File: src/core/iscg_pkg.sv
package iscg_pkg;

	localparam int NUM_CH = 2;

	// Register byte addresses
	localparam logic [31:0] GCID_0_ADDR = 32'hffff0828;
	localparam logic [31:0] CFG_0_ADDR  = 32'hffff082c;
	localparam logic [31:0] STAT_0_ADDR = 32'hffff0830;
	localparam logic [31:0] GCID_1_ADDR = 32'hffff0928;
	localparam logic [31:0] CFG_1_ADDR  = 32'hffff092c;
	localparam logic [31:0] STAT_1_ADDR = 32'hffff0930;

	// Reset values and writable mask
	localparam logic [31:0] CFG_RESET  = 32'h00000000;
	localparam logic [7:0]  GCID_RESET = 8'h00;
	localparam logic [31:0] CFG_WMASK  = 32'h00007fff;

	// Configuration field positions
	localparam int CFG_STOP_IE   = 14;
	localparam int CFG_STRETCH   = 11;
	localparam int CFG_TXREQ_DIS = 9;
	localparam int CFG_GC_CLR    = 8;
	localparam int CFG_HWGC_EN   = 4;
	localparam int CFG_GC_EN     = 3;

	// Status field positions
	localparam int STAT_GC        = 0;
	localparam int STAT_HWGC      = 1;
	localparam int STAT_ADDRESSED = 2;
	localparam int STAT_STRETCH   = 3;

	// General call codes
	localparam logic [7:0] GC_ADDR       = 8'h00;
	localparam logic [7:0] GC_CMD_RESET  = 8'h06;
	localparam logic [7:0] GC_CMD_REPROG = 8'h04;

	// Bit counter marks
	localparam logic [3:0] BITS_PER_BYTE = 4'h8;
	localparam logic [3:0] ACK_SLOT      = 4'h9;

	// Software refill window for the transmit request
	localparam int REF_CLK_KHZ       = 41780;
	localparam int TXREQ_REF_CYCLES  = 45;
	localparam int SYS_CLK_KHZ       = 125000;
	localparam int TXREQ_SYS_CYCLES  = (TXREQ_REF_CYCLES * SYS_CLK_KHZ) / REF_CLK_KHZ;
	localparam int TXREQ_LATENCY     = 3;

	typedef enum logic [1:0] {
		ST_IDLE = 2'b00,
		ST_ADDR = 2'b01,
		ST_DATA = 2'b11,
		ST_SKIP = 2'b10
	} iscg_state_t;

	typedef struct packed {
		logic scl;
		logic sda;
	} iscg_pin_in_t;

	typedef struct packed {
		logic scl_o;
		logic scl_oe;
		logic sda_o;
		logic sda_oe;
	} iscg_pin_out_t;

	typedef struct packed {
		logic stop_irq;
		logic tx_req;
		logic gc_reset;
		logic gc_reprog;
		logic gc_status;
		logic hwgc_status;
	} iscg_evt_t;

endpackage

File: src/core/iscg_top.sv
// The APB register port was left to the implementer.
module iscg_top (
	input  wire logic                   i_sys_clk,
	input  wire logic                   i_rst_n,
	input  wire logic                   i_psel,
	input  wire logic                   i_penable,
	input  wire logic                   i_pwrite,
	input  wire logic [31:0]            i_paddr,
	input  wire logic [31:0]            i_pwdata,
	output logic      [31:0]            o_prdata,
	output logic                        o_pready,
	output logic                        o_pslverr,
	input  wire iscg_pkg::iscg_pin_in_t i_pins    [iscg_pkg::NUM_CH],
	input  wire logic [6:0]             i_own_addr [iscg_pkg::NUM_CH],
	output iscg_pkg::iscg_pin_out_t     o_pins    [iscg_pkg::NUM_CH],
	output iscg_pkg::iscg_evt_t         o_evt     [iscg_pkg::NUM_CH]
);
	import iscg_pkg::*;

	logic [31:0]        rdata_reg;
	logic [31:0]        rdata_next;
	logic               err_reg;
	logic               err_next;
	logic [31:0]        rd_mux;
	logic               hit;
	logic [NUM_CH-1:0]  sel_gcid;
	logic [NUM_CH-1:0]  sel_cfg;
	logic               wr_go;
	logic [7:0]         gcid_q [NUM_CH];
	logic [31:0]        cfg_q  [NUM_CH];
	logic [3:0]         stat_q [NUM_CH];

	// Zero wait states; read data is caught in the setup cycle
	assign o_pready  = 1'b1;
	assign o_prdata  = rdata_reg;
	assign o_pslverr = err_reg;
	assign wr_go     = i_psel & i_penable & i_pwrite & hit;

	always_comb begin
		hit      = 1'b1;
		sel_gcid = '0;
		sel_cfg  = '0;
		rd_mux   = '0;
		if (i_paddr == GCID_0_ADDR) begin
			sel_gcid[0] = 1'b1;
			rd_mux      = {24'h000000, gcid_q[0]};
		end else if (i_paddr == CFG_0_ADDR) begin
			sel_cfg[0] = 1'b1;
			rd_mux     = cfg_q[0];
		end else if (i_paddr == STAT_0_ADDR) begin
			rd_mux = {28'h0000000, stat_q[0]};
		end else if (i_paddr == GCID_1_ADDR) begin
			sel_gcid[1] = 1'b1;
			rd_mux      = {24'h000000, gcid_q[1]};
		end else if (i_paddr == CFG_1_ADDR) begin
			sel_cfg[1] = 1'b1;
			rd_mux     = cfg_q[1];
		end else if (i_paddr == STAT_1_ADDR) begin
			rd_mux = {28'h0000000, stat_q[1]};
		end else begin
			hit = 1'b0;
		end
	end

	always_comb begin
		rdata_next = rdata_reg;
		err_next   = err_reg;
		if (i_psel && !i_penable) begin
			rdata_next = i_pwrite ? 32'h00000000 : rd_mux;
			err_next   = ~hit;
		end
	end

	always_ff @(posedge i_sys_clk) begin
		if (!i_rst_n) begin
			rdata_reg <= '0;
			err_reg   <= 1'b0;
		end else begin
			rdata_reg <= rdata_next;
			err_reg   <= err_next;
		end
	end

	for (genvar g = 0; g < NUM_CH; g++) begin : g_ch
		logic        scl_s1, scl_s2, scl_d;
		logic        sda_s1, sda_s2, sda_d;
		logic        start_c, stop_c, scl_rise, scl_fall, active;
		iscg_state_t st_reg, st_next;
		logic [3:0]  cnt_reg, cnt_next;
		logic [7:0]  sh_reg, sh_next;
		logic        adr_reg, adr_next, isgc_reg, isgc_next, rd_reg, rd_next;
		logic        ack_reg, ack_next, str_reg, str_next;
		logic        gcs_reg, gcs_next, hwgc_reg, hwgc_next;
		logic        stop_reg, txr_reg, gcr_reg, rpg_reg;
		logic        stop_p, txr_p, gcr_p, rpg_p, gc_set, hw_set;
		logic [7:0]  gcid_reg, gcid_next;
		logic [31:0] cfg_reg, cfg_next;
		logic        wr_cfg;

		// First stage feeds only the second
		always_ff @(posedge i_sys_clk) begin
			if (!i_rst_n) begin
				{scl_s1, scl_s2, scl_d} <= 3'h7;
				{sda_s1, sda_s2, sda_d} <= 3'h7;
			end else begin
				{scl_s1, scl_s2, scl_d} <= {i_pins[g].scl, scl_s1, scl_s2};
				{sda_s1, sda_s2, sda_d} <= {i_pins[g].sda, sda_s1, sda_s2};
			end
		end

		assign start_c  = scl_s2 & scl_d & sda_d & ~sda_s2;
		assign stop_c   = scl_s2 & scl_d & ~sda_d & sda_s2;
		assign scl_rise = scl_s2 & ~scl_d;
		assign scl_fall = ~scl_s2 & scl_d;
		assign active   = (st_reg == ST_ADDR) || (st_reg == ST_DATA);
		assign wr_cfg   = wr_go & sel_cfg[g];

		always_comb begin
			st_next   = st_reg;
			cnt_next  = cnt_reg;
			sh_next   = sh_reg;
			adr_next  = adr_reg;
			isgc_next = isgc_reg;
			rd_next   = rd_reg;
			ack_next  = ack_reg;
			stop_p    = 1'b0;
			txr_p     = 1'b0;
			gcr_p     = 1'b0;
			rpg_p     = 1'b0;
			gc_set    = 1'b0;
			hw_set    = 1'b0;
			if (start_c) begin
				st_next   = ST_ADDR;
				cnt_next  = '0;
				adr_next  = 1'b0;
				isgc_next = 1'b0;
				ack_next  = 1'b0;
			end else if (stop_c) begin
				stop_p   = adr_reg & cfg_reg[CFG_STOP_IE];
				st_next  = ST_IDLE;
				adr_next = 1'b0;
				ack_next = 1'b0;
			end else if (active) begin
				if (scl_rise && cnt_reg < BITS_PER_BYTE) begin
					sh_next  = {sh_reg[6:0], sda_s2};
					cnt_next = cnt_reg + 4'h1;
				end
				if (scl_fall && cnt_reg == BITS_PER_BYTE) begin
					cnt_next = ACK_SLOT;
					if (st_reg == ST_ADDR) begin
						if (sh_reg[7:1] == i_own_addr[g]) begin
							adr_next = 1'b1;
							rd_next  = sh_reg[0];
							ack_next = 1'b1;
							st_next  = ST_DATA;
							// Raised on the same fall that ends the read/write bit
							txr_p    = sh_reg[0] & ~cfg_reg[CFG_TXREQ_DIS];
						end else if (sh_reg == GC_ADDR && cfg_reg[CFG_GC_EN]) begin
							adr_next  = 1'b1;
							rd_next   = 1'b0;
							isgc_next = 1'b1;
							ack_next  = 1'b1;
							st_next   = ST_DATA;
						end else begin
							st_next = ST_SKIP;
						end
					end else begin
						ack_next = ~rd_reg;
						if (isgc_reg) begin
							gc_set = 1'b1;
							gcr_p  = (sh_reg == GC_CMD_RESET);
							rpg_p  = (sh_reg == GC_CMD_REPROG);
							hw_set = cfg_reg[CFG_HWGC_EN] & cfg_reg[CFG_GC_EN]
								& (sh_reg == gcid_reg);
						end
					end
				end else if (scl_fall && cnt_reg == ACK_SLOT) begin
					ack_next = 1'b0;
					cnt_next = '0;
				end
			end
		end

		always_comb begin
			// A new call in the clearing cycle is held one cycle, then cleared, unless both flags already read zero
			gcs_next  = gc_set | (gcs_reg & ~cfg_reg[CFG_GC_CLR]);
			hwgc_next = hw_set | (hwgc_reg & ~cfg_reg[CFG_GC_CLR]);
			// Only ever pulls a low line low, so no high phase is cut short
			str_next  = cfg_reg[CFG_STRETCH] & (str_reg | ~scl_s2);
			cfg_next  = cfg_reg;
			gcid_next = gcid_reg;
			if (cfg_reg[CFG_GC_CLR] && !gcs_reg && !hwgc_reg) begin
				cfg_next[CFG_GC_CLR] = 1'b0;
			end
			if (wr_cfg) begin
				cfg_next = i_pwdata & CFG_WMASK;
			end
			if (wr_go && sel_gcid[g]) begin
				gcid_next = i_pwdata[7:0];
			end
			if (gcr_p) begin
				cfg_next  = CFG_RESET;
				gcid_next = GCID_RESET;
			end
		end

		always_ff @(posedge i_sys_clk) begin
			if (!i_rst_n) begin
				st_reg   <= ST_IDLE;
				cnt_reg  <= '0;
				sh_reg   <= '0;
				adr_reg  <= 1'b0;
				isgc_reg <= 1'b0;
				rd_reg   <= 1'b0;
				ack_reg  <= 1'b0;
				str_reg  <= 1'b0;
				gcs_reg  <= 1'b0;
				hwgc_reg <= 1'b0;
				stop_reg <= 1'b0;
				txr_reg  <= 1'b0;
				gcr_reg  <= 1'b0;
				rpg_reg  <= 1'b0;
				cfg_reg  <= CFG_RESET;
				gcid_reg <= GCID_RESET;
			end else begin
				st_reg   <= st_next;
				cnt_reg  <= cnt_next;
				sh_reg   <= sh_next;
				adr_reg  <= adr_next;
				isgc_reg <= isgc_next;
				rd_reg   <= rd_next;
				ack_reg  <= ack_next;
				str_reg  <= str_next;
				gcs_reg  <= gcs_next;
				hwgc_reg <= hwgc_next;
				stop_reg <= stop_p;
				txr_reg  <= txr_p;
				gcr_reg  <= gcr_p;
				rpg_reg  <= rpg_p;
				cfg_reg  <= cfg_next;
				gcid_reg <= gcid_next;
			end
		end

		assign gcid_q[g] = gcid_reg;
		assign cfg_q[g]  = cfg_reg;
		assign stat_q[g] = {str_reg, adr_reg, hwgc_reg, gcs_reg};
		assign o_pins[g] = '{scl_o: 1'b0, scl_oe: str_reg, sda_o: 1'b0, sda_oe: ack_reg};
		assign o_evt[g]  = '{stop_irq: stop_reg, tx_req: txr_reg, gc_reset: gcr_reg,
			gc_reprog: rpg_reg, gc_status: gcs_reg, hwgc_status: hwgc_reg};

	end
endmodule // iscg_top

File: config.mk
export PLATFORM = sky130hd
export DESIGN_NAME = iscg_top
export DESIGN_NICKNAME = d
export VERILOG_FILES = /design/src/core/iscg_pkg.sv /design/src/core/iscg_top.sv
export SDC_FILE = /design/constraint.sdc
export NUM_CORES = 1
export LEC_CHECK = 0
export BUFFER_PORTS_ARGS = -buffer_cell sky130_fd_sc_hd__buf_4
export CORE_UTILIZATION = 58
export DETAILED_ROUTE_END_ITERATION = 10
export PLACE_DENSITY_LB_ADDON = 0.12
export SLEW_MARGIN = 20
export SYNTH_ARGS = -nofsm -noshare
export SYNTH_HDL_FRONTEND = slang
export SYNTH_SLANG_ARGS = --single-unit
File: constraint.sdc
create_clock -name i_sys_clk -period 5 [get_ports i_sys_clk]
set_clock_uncertainty 0.05 [all_clocks]
set_input_delay 0.75 -clock i_sys_clk [delete_from_list [all_inputs] [get_ports i_sys_clk]]
set_output_delay 0.75 -clock i_sys_clk [all_outputs]
set_load 0.05 [all_outputs]
==> metrics.txt <==
ANT nets after route 0; unrepaired setup endpoints after global routing no; Final TNS setup 0 ns; # nets final 839; initial DRC count 255; Cell variety after synth 64; CP Launch Type register; Worst Hold Slack 0.357 ns; slowest cell delay on critical path 0.81 ns; Post-synth top flop dfxtp_1; height of the die 104 um; Final min period 2.93 ns; Crit. End Element register; final core utilization 72.5%; Design Area, Final 0.00718 mm2; Final setup viols 0; grt ovf 0; CTS max path bufs 2; vias in the first global route 4924; CTS root buffer clkbuf_8; DIE AREA 0.0108 mm2; Final Non-Filler Cells 892; FILL cells 738; dpl ws 1.71 ns; r2r endpoint g_ch[0].cfg_reg[9]; EDFF count, synth 0; die width 104 um; Slew Viols, Final 0; Hold EP g_ch[0].sda_s1; TritonCTS clock tree yes; CP Max Fanout 23; Port-buffer cells 101; drt wl/cell 16.8 um; sequential cell area fraction in the yosys report 41.2%; WP buf/inv 0; diodes inserted 0; hold-fix buffers at CTS 0; Num CTS Buffers 17; cells on worst reg2reg path 5; GPL Wtd Cong 0.858; core area 0.00991 mm2; Synth Instances 675; Worst Tran Pin Value 1.08 ns; synth warn 0; max-cap viol count 0; cells along the critical path nor4bb_1 > nand4_1 > nor2_1 > a41o_1 > nor2_1; Cell Area, Synth 0.00602 mm2; Reg clk slew, reported paths 0.06 ns; slowest CP cell a41o_1; H-tree Lvls 4; CP top delay family simple AND/OR/NAND/NOR gates; via total after detailed routing 5142; FFs w/ async S/R, synth 0%; Area growth, synth to finish 19.3%; placed instance count 860; slew margin rel. 27.6%; Reg-to-Reg Start g_ch[0].scl_d; CP most frequent cell nor2_1; routed vias/inst 5.76; GR Util All Layers 28.1%; endpoints failing hold 0; Setup WS post-layout 2.07 ns; syn avg cell area 8.92 um2; Rows 36; layout cells sized above 1 20.9%; PnR Total Power 2.36 mW; post-route clock period utilization 58.5%; LEAKAGE 3.16 nW; largest net degree at the start of global routing 38; Crit Path Class register to register; 1st-pass router iterations 4; Starting Density 60.8%; area of placed instances 0.00661 mm2; CTS Sinks 124; I/O pin total 141; Worst-Skew Late Latency 0.52 ns; drt total wl 14900 um; worst hold path type input pin to register; hpwl dp 10300 um; CP required 5.32 ns; maximum vdd ir drop 0.195 mV; drc violations 0; post_cts resized 0; HP Start i_pins[2]; Synth Register Bits 124; run status finished, final reports clean; initial antenna violation count 0; first-pass GRT wire length 24100 um; Max Clk Rate 342 MHz; reg2reg setup slack 2.07 ns; pwr/cell area 328 mW/mm2; Arr. time, crit path 3.25 ns; Setup Buffers After CTS 0; max FFs per register 30; Hold Crit Depth 2
worst register-to-register path: cells and delay by family (launching register included):
kind             cells  cell delay (ns)
AND/OR/NAND/NOR      4             1.51
AO/OA/AOI/OAI        1             0.81
flip-flops           1             0.40
cells in the mapped netlist, drive strengths merged, types with 3 or more instances:
cell type	count	area share (%)
a21o	4	0.50
a21oi	38	3.2
a22o	8	1.2
a22oi	5	0.62
a31oi	4	0.42
a32oi	7	1.0
and2	3	0.31
and3	8	0.83
and4	4	0.62
buf	48	5.7
clkbuf	22	1.4
dfxtp	124	41
ha	6	1.2
inv	14	0.87
mux2	9	1.7
mux2i	50	8.3
nand2	60	3.7
nand2b	18	1.9
nand3	21	1.7
nand3b	3	0.37
nand4	16	2.0
nand4b	3	0.44
nor2	72	4.5
nor2b	9	0.93
nor3	7	0.58
nor4	10	1.4
nor4bb	3	0.50
o211ai	4	0.50
o21a	6	0.75
o21ai	13	1.1
o21bai	4	0.50
o22ai	5	0.52
o31ai	5	0.62
or4	3	0.37
xnor2	18	2.6
xor2	16	2.3
metal layers:
| layer | wire (um) | global-route usage (%) | vias to the layer above | part of all wire (%) |
|---|---|---|---|---|
| met5 | 0 | 0 | - | 0 |
| met2 | 7330 | 46.8 | 214 | 49 |
| li1 | - | - | 2482 | - |
| met3 | 1110 | 6.64 | 23 | 7.4 |
| met4 | 226 | 10.2 | 0 | 1.5 |
| met1 | 6280 | 35.3 | 2423 | 42 |
layout by cell type (no fill, tap or decap), types with 7 or more instances in the layout:
cell type / instances
nor4_1: 7
clkbuf_16: 16
and3_1: 8
a21oi_1: 38
xor2_1: 16
mux2_2: 9
a32oi_1: 7
inv_1: 13
nor3_1: 7
o21ai_0: 13
xnor2_1: 18
mux2i_1: 50
dfxtp_1: 124
nor2b_1: 9
nand3_1: 21
a22o_1: 8
inv_6: 7
nand2b_1: 18
buf_4: 102
nand4_1: 13
nor2_1: 72
nand2_1: 60
conb_1: 22
worst max-delay path by stage:
| stage | startpoint | to | slack (ns) | cells past startpoint |
|---|---|---|---|---|
| after global routing | g_ch[0].scl_d | g_ch[0].gcid_reg[6] | 1.87 | 5 |
| final | g_ch[0].scl_d | g_ch[0].cfg_reg[9] | 2.07 | 5 |
| after global placement | i_paddr[12] | g_ch[1].cfg_reg[5] | 1.78 | 6 |
| after CTS | g_ch[0].scl_d | g_ch[0].gcid_reg[2] | 2.13 | 5 |
| after detailed placement | i_paddr[12] | g_ch[1].cfg_reg[10] | 1.71 | 6 |
| after floorplan | i_paddr[12] | g_ch[1].cfg_reg[10] | 2.41 | 6 |
kinds of logic after synthesis:
family          after synthesis  share of synthesized area (%)
compound gates              114                           12.5
other cells                   2                          0.125
flops                       124                           41.2
xor+xnor                     34                           4.94
fa+ha+maj                     6                           1.25
simple gates                252                           22.0
buf+inv                      84                           7.98
mux                          59                           9.99
where the power goes:
group	leakage (nW)	switching (mW)	internal, mW
Sequential	1.00	0.00533	0.993
Combinational	1.88	0.0994	0.0553
Clock	0.281	0.516	0.687
layout make-up:
class / count / area, um2 / share of cell area, %
sequential: 124 / 2480 / 34.6
tap: 133 / 166 / 2.32
multi-input combinational: 487 / 3140 / 43.7
clock buffer: 17 / 414 / 5.76
clock inverter: 15 / 163 / 2.26
timing repair buffer: 102 / 766 / 10.7
inverter: 14 / 52.6 / 0.731
Power figures use the tool's default switching activity.
